--- src/inc/tcc_regs.svh ---
// Register indices, control bit positions and reset values of the
// compare/capture block. Included by the package and the design.
// Byte address of a register is four times its index.
`ifndef TCC_REGS_SVH
`define TCC_REGS_SVH

`define TCC_IDX_W 10
`define TCC_CAP1_LO 10'h086
`define TCC_CAP1_HI 10'h087
`define TCC_CAP3_LO 10'h096
`define TCC_CAP3_HI 10'h097
`define TCC_CAP4_LO 10'h0A6
`define TCC_CAP4_HI 10'h0A7
`define TCC_CAP5_LO 10'h126
`define TCC_CAP5_HI 10'h127
`define TCC_CMP4A_LO 10'h0A8
`define TCC_CMP4A_HI 10'h0A9
`define TCC_CMP4B_HI 10'h0AA
`define TCC_CMP4B_LO 10'h0AB
`define TCC_CMP4C_LO 10'h0AC
`define TCC_CMP4C_HI 10'h0AD
`define TCC_CMP5A_LO 10'h128
`define TCC_CMP5A_HI 10'h129
`define TCC_CMP5B_LO 10'h12A
`define TCC_CMP5B_HI 10'h12B
`define TCC_CMP5C_LO 10'h12C
`define TCC_CMP5C_HI 10'h12D
`define TCC_CTRL 10'h140
`define TCC_STATUS 10'h141
`define TCC_CLEAR 10'h142
`define TCC_IRQ_EN 10'h143

// Control bits: [3:0] capture as top, [4] timer 1 from comparator,
// [10:5] waveform toggle per compare channel
`define TCC_CTRL_TOP_LSB 0
`define TCC_CTRL_ACMP_BIT 4
`define TCC_CTRL_WAVE_LSB 5
`define TCC_CTRL_W 11
// Status bits: [5:0] compare channels, [9:6] capture timers
`define TCC_STS_CAP_LSB 6
`define TCC_STS_W 10

`define TCC_RST_VALUE 16'h0000
`define TCC_RST_BYTE 8'h00

`endif

--- src/inc/tcc_pkg.sv ---
// Types of the compare/capture block.
// Assumes tcc_regs.svh on the include path.
`include "tcc_regs.svh"

package tcc_pkg;

  typedef enum logic [3:0] {
    TCC_K_NONE,
    TCC_K_CMP_LO,
    TCC_K_CMP_HI,
    TCC_K_CAP_LO,
    TCC_K_CAP_HI,
    TCC_K_CTRL,
    TCC_K_STATUS,
    TCC_K_CLEAR,
    TCC_K_IRQ_EN
  } tcc_kind_e;

  typedef struct packed {
    logic [5:0][15:0] cmp;
    logic [3:0][15:0] cap;
    logic [7:0] temp;
    logic [7:0] rd_hi;
    logic rd_lo;
    logic [`TCC_CTRL_W-1:0] ctrl;
    logic [`TCC_STS_W-1:0] sts;
    logic [`TCC_STS_W-1:0] ien;
    logic irq;
    logic [5:0] wave;
    logic [3:0] src_d;
    logic pready;
    logic pslverr;
    logic [31:0] prdata;
  } tcc_state_s;

endpackage

--- src/design/tcc_top.sv ---
// Capture value registers of four 16-bit timers, compare value registers of two of them (timers 4 and 5), with
// an APB slave, one shared high-byte latch and a level interrupt.
// Assumes the counters, tick enables and capture pins are synchronous
// to clk; counters live outside this block.
`timescale 1ns/100ps
`default_nettype none
`include "tcc_regs.svh"

module tcc_top (
  input wire logic clk,
  input wire logic rst_n,
  input wire logic psel,
  input wire logic penable,
  input wire logic pwrite,
  input wire logic [11:0] paddr,
  input wire logic [31:0] pwdata,
  input wire logic [3:0] pstrb,
  output logic pready,
  output logic [31:0] prdata,
  output logic pslverr,
  input wire logic [3:0][15:0] timer_count_value,
  input wire logic [3:0] timer_tick,
  input wire logic [3:0] capture_input_pin,
  input wire logic acomp_out,
  output logic [3:0][15:0] capture_value,
  output logic [3:0] top_from_capture,
  output logic [5:0] compare_waveform_pin,
  output logic irq
);

  localparam logic [9:0] CMP_LO_IDX [6] = '{
    `TCC_CMP4A_LO, `TCC_CMP4B_LO, `TCC_CMP4C_LO,
    `TCC_CMP5A_LO, `TCC_CMP5B_LO, `TCC_CMP5C_LO};
  localparam logic [9:0] CMP_HI_IDX [6] = '{
    `TCC_CMP4A_HI, `TCC_CMP4B_HI, `TCC_CMP4C_HI,
    `TCC_CMP5A_HI, `TCC_CMP5B_HI, `TCC_CMP5C_HI};
  localparam logic [9:0] CAP_LO_IDX [4] = '{
    `TCC_CAP1_LO, `TCC_CAP3_LO, `TCC_CAP4_LO, `TCC_CAP5_LO};
  localparam logic [9:0] CAP_HI_IDX [4] = '{
    `TCC_CAP1_HI, `TCC_CAP3_HI, `TCC_CAP4_HI, `TCC_CAP5_HI};

  tcc_pkg::tcc_state_s st_reg;
  tcc_pkg::tcc_state_s st_next;
  tcc_pkg::tcc_kind_e kind;
  logic [2:0] chan;
  logic [7:0] rd_byte;
  logic [7:0] rd_hi_byte;
  logic [9:0] idx;
  logic setup;
  logic done;
  logic [5:0] match;
  logic [3:0] src;
  logic [3:0] cap_evt;
  logic [3:0] top_hit;
  logic [3:0] top_mode;

  assign idx = paddr[11:2];
  assign setup = psel && !penable;
  assign done = psel && penable && st_reg.pready;
  assign top_mode = st_reg.ctrl[`TCC_CTRL_TOP_LSB +: 4];

  // Channels 0..2 belong to timer 4 (index 2), 3..5 to timer 5
  for (genvar c = 0; c < 6; c++) begin : g_cmp
    localparam int T = (c < 3) ? 2 : 3;
    assign match[c] = timer_tick[T] &&
      (timer_count_value[T] == st_reg.cmp[c]);

    a_cmp_match_flag: assert property (@(posedge clk) disable iff (!rst_n)
      match[c] |=> st_reg.sts[c])
      else $error("compare match did not set its flag");

    a_cmp_wave_toggle: assert property (@(posedge clk) disable iff (!rst_n)
      match[c] && st_reg.ctrl[`TCC_CTRL_WAVE_LSB + c]
      |=> compare_waveform_pin[c] != $past(compare_waveform_pin[c]))
      else $error("waveform pin did not toggle on match");

    a_cmp_atomic_write: assert property (@(posedge clk) disable iff (!rst_n)
      done && pwrite && pstrb[0] && kind == tcc_pkg::TCC_K_CMP_LO && chan == 3'(c)
      |=> st_reg.cmp[c] == {$past(st_reg.temp), $past(pwdata[7:0])})
      else $error("compare value not loaded as latch plus low byte");

    a_irq_on_match: assert property (@(posedge clk) disable iff (!rst_n)
      match[c] && st_reg.ien[c] && !(done && pwrite) |=> irq)
      else $error("enabled compare match did not raise the interrupt");

    // A high-byte write alone must leave the compare value untouched
    a_cmp_hold: assert property (@(posedge clk) disable iff (!rst_n)
      !(done && pwrite && kind == tcc_pkg::TCC_K_CMP_LO && chan == 3'(c))
      |=> $stable(st_reg.cmp[c]))
      else $error("compare value moved without a low-byte write");

    a_wave_hold: assert property (@(posedge clk) disable iff (!rst_n)
      !match[c] |=> $stable(compare_waveform_pin[c]))
      else $error("waveform pin moved without a match");
  end

  // Timer 1 may take its capture event from the analog comparator
  for (genvar t = 0; t < 4; t++) begin : g_cap
    if (t == 0) begin : g_src1
      assign src[t] = st_reg.ctrl[`TCC_CTRL_ACMP_BIT] ? acomp_out
                                                      : capture_input_pin[t];
    end else begin : g_srcn
      assign src[t] = capture_input_pin[t];
    end
    // Captures are blocked while the register serves as top,
    // otherwise the top would move under the counter.
    assign cap_evt[t] = src[t] && !st_reg.src_d[t] && !top_mode[t];
    assign top_hit[t] = top_mode[t] && timer_tick[t] &&
      (timer_count_value[t] == st_reg.cap[t]);

    a_cap_snapshot: assert property (@(posedge clk) disable iff (!rst_n)
      cap_evt[t] |=> capture_value[t] == $past(timer_count_value[t]))
      else $error("capture did not store the counter");

    a_cap_top_hold: assert property (@(posedge clk) disable iff (!rst_n)
      top_mode[t] && !(done && pwrite && kind == tcc_pkg::TCC_K_CAP_LO)
      |=> $stable(st_reg.cap[t]))
      else $error("capture register moved while used as top");

    a_cap_read_pair: assert property (@(posedge clk) disable iff (!rst_n)
      setup && !pwrite && kind == tcc_pkg::TCC_K_CAP_LO && chan == 3'(t)
      ##1 done
      |=> {st_reg.temp, prdata[7:0]} == $past(st_reg.cap[t], 2))
      else $error("capture bytes returned from different values");

    a_cap_flag: assert property (@(posedge clk) disable iff (!rst_n)
      cap_evt[t] |=> st_reg.sts[`TCC_STS_CAP_LSB + t])
      else $error("capture event did not set its flag");

    a_top_flag: assert property (@(posedge clk) disable iff (!rst_n)
      top_hit[t] |=> st_reg.sts[`TCC_STS_CAP_LSB + t])
      else $error("counter reaching top did not set the capture flag");

    // Nothing but an edge or a CPU write may move the register
    a_cap_hold: assert property (@(posedge clk) disable iff (!rst_n)
      !cap_evt[t] && !(done && pwrite && kind == tcc_pkg::TCC_K_CAP_LO && chan == 3'(t))
      |=> $stable(st_reg.cap[t]))
      else $error("capture register moved without an event or write");

    // Software may load the register for use as top
    a_cap_write: assert property (@(posedge clk) disable iff (!rst_n)
      done && pwrite && pstrb[0] && kind == tcc_pkg::TCC_K_CAP_LO && chan == 3'(t) &&
      !cap_evt[t]
      |=> capture_value[t] == {$past(st_reg.temp), $past(pwdata[7:0])})
      else $error("capture value not loaded as latch plus low byte");
  end

  // Address decode; also picks the byte a read returns
  always_comb begin
    kind = tcc_pkg::TCC_K_NONE;
    chan = 3'h0;
    rd_byte = 8'h00;
    rd_hi_byte = 8'h00;
    for (int c = 0; c < 6; c++) begin
      if (idx == CMP_LO_IDX[c]) begin
        kind = tcc_pkg::TCC_K_CMP_LO;
        chan = 3'(c);
        rd_byte = st_reg.cmp[c][7:0];
        rd_hi_byte = st_reg.cmp[c][15:8];
      end else if (idx == CMP_HI_IDX[c]) begin
        kind = tcc_pkg::TCC_K_CMP_HI;
        chan = 3'(c);
        rd_byte = st_reg.temp;
      end
    end
    for (int t = 0; t < 4; t++) begin
      if (idx == CAP_LO_IDX[t]) begin
        kind = tcc_pkg::TCC_K_CAP_LO;
        chan = 3'(t);
        rd_byte = st_reg.cap[t][7:0];
        rd_hi_byte = st_reg.cap[t][15:8];
      end else if (idx == CAP_HI_IDX[t]) begin
        kind = tcc_pkg::TCC_K_CAP_HI;
        chan = 3'(t);
        rd_byte = st_reg.temp;
      end
    end
    if (idx == `TCC_CTRL) begin
      kind = tcc_pkg::TCC_K_CTRL;
    end else if (idx == `TCC_STATUS) begin
      kind = tcc_pkg::TCC_K_STATUS;
    end else if (idx == `TCC_CLEAR) begin
      kind = tcc_pkg::TCC_K_CLEAR;
    end else if (idx == `TCC_IRQ_EN) begin
      kind = tcc_pkg::TCC_K_IRQ_EN;
    end
    if (paddr[1:0] != 2'b00) begin
      kind = tcc_pkg::TCC_K_NONE;
      // Misaligned: no register answers, so read as zero
      rd_byte = 8'h00;
      rd_hi_byte = 8'h00;
    end
  end

  always_comb begin
    logic [`TCC_STS_W-1:0] clr;
    logic [`TCC_STS_W-1:0] set;
    clr = '0;
    set = {cap_evt | top_hit, match};
    st_next = st_reg;
    st_next.src_d = src;
    // Zero wait states: answer in the cycle after setup
    st_next.pready = setup;
    st_next.pslverr = setup && kind == tcc_pkg::TCC_K_NONE;
    if (setup && !pwrite) begin
      // Snapshot both bytes at once so a capture in between
      // cannot tear the pair.
      st_next.rd_hi = rd_hi_byte;
      st_next.rd_lo = (kind == tcc_pkg::TCC_K_CMP_LO) ||
                      (kind == tcc_pkg::TCC_K_CAP_LO);
      case (kind)
        tcc_pkg::TCC_K_CTRL: st_next.prdata = 32'(st_reg.ctrl);
        tcc_pkg::TCC_K_STATUS: st_next.prdata = 32'(st_reg.sts);
        tcc_pkg::TCC_K_IRQ_EN: st_next.prdata = 32'(st_reg.ien);
        default: st_next.prdata = 32'(rd_byte);
      endcase
    end
    if (done && !pwrite && st_reg.rd_lo) begin
      st_next.temp = st_reg.rd_hi;
    end
    // Writes land only in the access phase; byte lane 0 must be set
    if (done && pwrite && pstrb[0]) begin
      case (kind)
        tcc_pkg::TCC_K_CMP_HI,
        tcc_pkg::TCC_K_CAP_HI: st_next.temp = pwdata[7:0];
        tcc_pkg::TCC_K_CMP_LO:
          st_next.cmp[chan] = {st_reg.temp, pwdata[7:0]};
        tcc_pkg::TCC_K_CAP_LO:
          st_next.cap[chan[1:0]] = {st_reg.temp, pwdata[7:0]};
        tcc_pkg::TCC_K_CTRL: st_next.ctrl = pwdata[`TCC_CTRL_W-1:0];
        tcc_pkg::TCC_K_CLEAR: clr = pwdata[`TCC_STS_W-1:0];
        tcc_pkg::TCC_K_IRQ_EN: st_next.ien = pwdata[`TCC_STS_W-1:0];
        default: ;
      endcase
    end
    // A hardware capture beats a software write in the same cycle
    for (int t = 0; t < 4; t++) begin
      if (cap_evt[t]) begin
        st_next.cap[t] = timer_count_value[t];
      end
    end
    for (int c = 0; c < 6; c++) begin
      if (match[c] && st_reg.ctrl[`TCC_CTRL_WAVE_LSB + c]) begin
        st_next.wave[c] = !st_reg.wave[c];
      end
    end
    // Set wins over a clear in the same cycle
    st_next.sts = (st_reg.sts & ~clr) | set;
    st_next.irq = |(st_next.sts & st_next.ien);
  end

  always_ff @(posedge clk or negedge rst_n) begin
    if (!rst_n) begin
      st_reg <= '0;
    end else begin
      st_reg <= st_next;
    end
  end

  assign pready = st_reg.pready;
  assign prdata = st_reg.prdata;
  assign pslverr = st_reg.pslverr;
  assign capture_value = st_reg.cap;
  assign top_from_capture = top_mode;
  assign compare_waveform_pin = st_reg.wave;
  assign irq = st_reg.irq;

  a_temp_shared: assert property (@(posedge clk) disable iff (!rst_n)
    done && pwrite && pstrb[0] &&
    (kind == tcc_pkg::TCC_K_CMP_HI || kind == tcc_pkg::TCC_K_CAP_HI)
    |=> st_reg.temp == $past(pwdata[7:0]))
    else $error("high byte write did not reach the shared latch");

  a_hi_read_temp: assert property (@(posedge clk) disable iff (!rst_n)
    setup && !pwrite &&
    (kind == tcc_pkg::TCC_K_CMP_HI || kind == tcc_pkg::TCC_K_CAP_HI)
    |=> prdata == {24'h000000, $past(st_reg.temp)} && pready)
    else $error("high byte read did not return the latch");

  a_irq_level: assert property (@(posedge clk) disable iff (!rst_n)
    irq == |(st_reg.sts & st_reg.ien))
    else $error("interrupt level does not follow enabled status");

  // Zero wait states: every setup is answered in the next cycle
  a_bus_ready: assert property (@(posedge clk) disable iff (!rst_n)
    setup |=> pready)
    else $error("no ready in the cycle after setup");

  a_ready_pulse: assert property (@(posedge clk) disable iff (!rst_n)
    pready |=> !pready)
    else $error("ready stood longer than one cycle");

  // Refused accesses answer with an error and read as zero
  a_bus_err: assert property (@(posedge clk) disable iff (!rst_n)
    setup && kind == tcc_pkg::TCC_K_NONE |=> pslverr)
    else $error("unmapped access did not flag an error");

  a_err_read_zero: assert property (@(posedge clk) disable iff (!rst_n)
    setup && !pwrite && kind == tcc_pkg::TCC_K_NONE |=> prdata == 32'h00000000)
    else $error("unmapped read returned nonzero data");

  a_strb_ignore: assert property (@(posedge clk) disable iff (!rst_n)
    done && pwrite && !pstrb[0]
    |=> $stable(st_reg.temp) && $stable(st_reg.cmp) && $stable(st_reg.ctrl))
    else $error("write without byte lane 0 changed a register");

  a_lo_read_latch: assert property (@(posedge clk) disable iff (!rst_n)
    done && !pwrite && st_reg.rd_lo |=> st_reg.temp == $past(st_reg.rd_hi))
    else $error("low byte read did not load the latch");

  a_hi_read_keep: assert property (@(posedge clk) disable iff (!rst_n)
    done && !pwrite && !st_reg.rd_lo |=> $stable(st_reg.temp))
    else $error("high byte read disturbed the latch");

  // Set wins: a clear may leave only bits that a new event sets
  a_sts_clear: assert property (@(posedge clk) disable iff (!rst_n)
    done && pwrite && pstrb[0] && kind == tcc_pkg::TCC_K_CLEAR
    |=> (st_reg.sts & $past(pwdata[`TCC_STS_W-1:0]) &
         ~$past({cap_evt | top_hit, match})) == '0)
    else $error("cleared status bit stayed set");

  a_ctrl_top: assert property (@(posedge clk) disable iff (!rst_n)
    done && pwrite && pstrb[0] && kind == tcc_pkg::TCC_K_CTRL
    |=> top_from_capture == $past(pwdata[`TCC_CTRL_TOP_LSB +: 4]))
    else $error("top selection did not follow the control write");

  // Read data stands until the next read setup
  a_prdata_hold: assert property (@(posedge clk) disable iff (!rst_n)
    !(setup && !pwrite) |=> $stable(prdata))
    else $error("read data changed outside a read setup");

endmodule // tcc_top

`default_nettype wire

--- config.mk ---
export PLATFORM = sky130hd
export DESIGN_NAME = tcc_top
export DESIGN_NICKNAME = d
export VERILOG_FILES = /design/src/inc/tcc_pkg.sv /design/src/design/tcc_top.sv
export VERILOG_INCLUDE_DIRS = /design/src /design/src/inc
export SDC_FILE = /design/constraint.sdc
export NUM_CORES = 1
export LEC_CHECK = 0
export ABC_CLOCK_PERIOD_IN_PS = 2620
export BUFFER_PORTS_ARGS = -buffer_cell sky130_fd_sc_hd__buf_2
export CAP_MARGIN = 20
export CORE_ASPECT_RATIO = 1.75
export CORE_MARGIN = 2
export CORE_UTILIZATION = 55
export DETAILED_ROUTE_END_ITERATION = 10
export PLACE_DENSITY = 0.78
export SLEW_MARGIN = 20
export SYNTH_ARGS = -nofsm -noshare
export SYNTH_HDL_FRONTEND = slang
export SYNTH_SLANG_ARGS = --single-unit
--- constraint.sdc ---
create_clock -name clk -period 2.62 [get_ports clk]
set_input_delay 0.262 -clock clk [delete_from_list [all_inputs] [get_ports clk]]
set_output_delay 0.262 -clock clk [all_outputs]
set_load 0.05 [all_outputs]
Word-level counts from Yosys, hierarchy flattened:

Index checks and enable logic that the tools add are counted.

* flip-flop bits (word level): 253
* bits of input ports: 126
* output and inout bits: 109

* $lt $le $gt $ge: 4
* equality and inequality tests: 42
* mux-type cells: 95
* bitwise operators: 5
* reductions and logical operators: 74

Operators with widths (number)
* $mux W8: 34
* $eq A16 B16 Y1: 10
* $eq A10 B8 Y1 const B: 12
* $eq A10 B9 Y1 const B: 12
* $bwmux W96: 1
* $mux W16: 6
* $mux W4: 23
* $mux W72: 1
* $bwmux W64: 1
* $mux W64: 1
* $demux W16 S3: 1
* $mux W3: 16
* $mux W10: 4
* $logic_and A1 B1 Y1: 39
* $pmux W11 S3: 1
* $demux W16 S2: 1
* $and A10 B10 Y10: 2
* $reduce_bool A2 Y1: 9
* $eq A4 B3 Y1 const B: 4
* $logic_not A1 Y1: 16
* $reduce_and A2 Y1: 6
* $not A10 Y10: 1
* $or A10 B10 Y10: 1
* $reduce_or A10 Y1: 1
* other kinds (13): 17

Longest topological paths before layout:

* depth after elaboration: 34
* gate-level depth with buffers: 13
* depth with buffers taken out: 8

Worst setup path before layout:

Ideal clock, no wire load.

* path kind: input-to-reg
* start: input paddr[7]
* end: register st_reg, in the netlist irq
* library setup time: 0.139 ns
* arrival time: 3.130 ns
* data required time: 2.481 ns
* path slack: -0.649 ns
* stages on the path: 10
* path buffers: 2
* path through: buf_6 or4b_1 or4_1 buf_2 o22a_4 nor3_4 a41oi_1 or3_4 a22o_1 or4_4

RTL lines
* start, declared: RTL line tcc_top.sv:15 `input wire logic [11:0] paddr,`
* end signal, assigned: RTL line tcc_top.sv:256 `st_reg <= st_next;`
* end, declared: RTL line tcc_top.sv:42 `tcc_pkg::tcc_state_s st_reg;`

==> run summary <==
From synthesis to final layout, the design area changed by 20.8%. The slowest cell on the critical path was sky130_fd_sc_hd__or4b_4. Based on the critical path, the design can be clocked at up to 0.365 GHz. For this run, the post-layout net count is 1821. A synthesized cell averages 9.79 um2. Clock-pin slew was measured on the worst setup and hold paths at 70 ps. The pre-antenna-repair detailed-routing pass consisted of 7 iterations. The headroom to the max-slew limit was 48.8%; the vertical die dimension was 219 um. After detailed routing, the number of vias per cell comes to 6.53. The share of final-layout standard cells stronger than drive strength 1 is 32.4%, and the number of design rule violations left after detail routing is 0. The worst clock skew on the final layout was 21.7 ps.

Overall fraction of global-route tracks in use: 40.8%. Entering global routing, the biggest net connects 87 pins. For the pin with the worst max-slew slack, the measured transition is 768 ps. After synthesis the netlist holds a flip-flop and latch count of 232.

The die is 127 um wide. The H-tree depth reported by CTS was 1. Buffer cell driving the clock tree root: sky130_fd_sc_hd__clkbuf_16. By area the synthesized netlist is led by sky130_fd_sc_hd__dfrtp_1, sky130_fd_sc_hd__mux2_2, sky130_fd_sc_hd__xnor2_1, sky130_fd_sc_hd__buf_4, sky130_fd_sc_hd__mux2i_1. For this block, the initial DRC count from the detailed router was 1230.

The cell leakage power is 8.39 nW. For the number of antenna violations at the first check in global routing, the log shows 2. In the synthesized netlist the async set-or-reset flop fraction comes to 100%. The total overflow left after global routing is 0. During synthesis, Yosys emitted a total of 0 warnings. The ratio of final minimum period to clock period is 105%, and the max-slew violation total from the final report is 0. The longest clock path from root to sink contains 3 buffers.

The checks that failed: negative setup slack. The number of max-cap violations is 0, and the final instance area is 17500 um2. For this run, the number of standard cells in the final layout without fillers is 2034. Detailed placement ended at an HPWL of 43.3 mm.

STA puts the critical path data required time at 3020 ps. For the setup-violating endpoint count in the final report, the log shows 66. Before CTS, the worst setup slack after placement is -728 ps. The top cell types in the final layout, fill and taps aside, are sky130_fd_sc_hd__dfrtp_1, sky130_fd_sc_hd__buf_2, sky130_fd_sc_hd__buf_4, sky130_fd_sc_hd__xnor2_1, sky130_fd_sc_hd__nand2_1. In this run the power density over the cells is 519 nW/um2. The wire length of the first global-routing pass was 83.6 mm; the utilization after layout was 67.5%. sky130_fd_sc_hd__dfrtp_1 takes more of the synthesized area than any other cell. The worst setup path is captured at a flip-flop. For the finished layout, the period the worst path requires is 2740 ps. The number of buffers added on ports was 189; the post-detailed-route count of antenna-violating nets was 0. In this run the worst hold path is classified as in2reg. Walking the worst path, the cells encountered are buf_6, or4b_4, or4_4, o22a_4, nor3_4, a41oi_2, or3_4, a22o_1, or4_4. Start-to-end type of the worst setup path: in2reg.

Final critical-path setup slack: -122 ps. The worst setup path is launched from a primary input. Number of flip-flops in the largest register: 144. Via total after detailed routing: 13300. The via count of the first global-routing pass was 13200. For this block, the routed nets add up to 58.1 mm of wire. For the hold violation total from the final report, the log shows 0. The most common cell after layout, fill and taps aside is sky130_fd_sc_hd__dfrtp_1. The top-area cell type share of the netlist area was 40.0%.

The clock drives 232 sinks. The floorplan step defined a core boundary enclosing 26000 um2. The run finished, with violations left.

The tools report the initial cell density of the core as 55.9%. The most frequently used flop master after synthesis was sky130_fd_sc_hd__dfrtp_1. The power consumption came out at 9.09 mW. After detailed routing, the average wire length per cell comes to 28.6 um.

In the final timing run, aggregate negative setup slack is -3550 ps. VDD sags by at most 0.000496 V. The instance count of the mapped netlist was 1482; the top-level I/O count was 235.

The total placed cells including tap cells is 1951, and the clock network latency to the later pin of the worst-skew pair is 550 ps. The number of synthesized flops with an enable pin is 0, and the die area is 27800 um2. The run gives 16200 um2 as the total placed instance area. The cell type with the highest occurrence count on the critical path was sky130_fd_sc_hd__or4_4. The number of clock buffers added by TritonCTS is 22. In this run the cell area of the synthesized design comes to 14500 um2.

Routability-driven placement finished with a final weighted congestion of 1.10. The data arrival time of the worst path is 3140 ps. Synthesis instantiated 76 different standard cells from the library.

The peak fanout along the critical path is 5. TritonCTS built the clock tree. The portion of the post-synthesis area used by sequential elements is 40.0%. Setup repair after global routing could not meet its margin everywhere. The worst hold slack was 3.84 ps; the row count was 78.

For this run, the slowest stage of the critical path takes 520 ps.
-- cell usage after synthesis (all sizes together), types with 17 or more instances --
master	instances
dfrtp	232
buf	127
mux2	119
xnor2	117
nand2	114
clkbuf	96
nor2	74
mux2i	71
o21ai	69
xor2	51
a21oi	47
nand4	44
nand3	27
and3	24
nor4	22
a222oi	19
nor3	19
a221o	17
-- power by group --
group / switching, mW / total [mW] / internal [mW]
clock: 1.46 / 3.38 / 1.92
sequential: 0.243 / 3.97 / 3.72
combinational: 1.22 / 1.75 / 0.526
total: 2.93 / 9.09 / 6.17
-- final cells by class --
| class | instances | area [um2] |
|---|---|---|
| inverters | 14 | 52.6 |
| clock inverters | 9 | 140 |
| multi-input cells | 1033 | 7700 |
| repair buffers | 392 | 2830 |
| diodes | 4 | 10.0 |
| fillers | 2051 | 8420 |
| clock buffers | 30 | 601 |
| flip-flops and latches | 232 | 5810 |
| well taps | 320 | 400 |
-- metal layers --
layer  vias up  routed length, um  track usage, %
met2       884              28200            69.1
met5         -                  0               0
met4         0               6430            36.5
met1      6437              19100            43.0
met3       320               4380            7.51
li1       5647                  -               -
-- worst max-delay path: cells and delay by family --
kind	cells	cell delay, ps
simple gates	5	2110
buf+inv	1	90
compound gates	3	670
-- cells by family (layout without fill, tap and decap cells) --
family | count (synthesis) | count (layout) | share of synthesized area (%)
flops | 232 | 232 | 40.0
buf+inv | 237 | 445 | 9.02
compound gates | 265 | 265 | 12.8
xor+xnor | 168 | 168 | 10.1
other cells | 1 | 25 | 0.0258
mux | 190 | 190 | 14.1
simple gates | 389 | 389 | 13.8
-- path summary, 6_finish.rpt --
kind,to,startpoint,cells past startpoint,slack [ps]
setup / recovery,irq,paddr[4],9,-120
hold / removal,capture_value[5],timer_count_value[5],3,4
setup reg to reg,prdata[1],st_reg[206],8,150
hold reg to reg,prdata[10],prdata[10],2,470
max in group asynchronous,capture_value[18],rst_n,3,1460
min in group asynchronous,st_reg[191],rst_n,2,350
-- repair_timing --
action                                  4_1_cts  5_1_grt
endpoints found under the setup margin       36      137
pin swaps                                     0       10
setup buffers                                 0        6
cloned                                        0        3
hold buffers                                 31        0
gates resized for setup                       5       42
hold endpoints to repair                    109        0
Power figures use the tool's default switching activity.
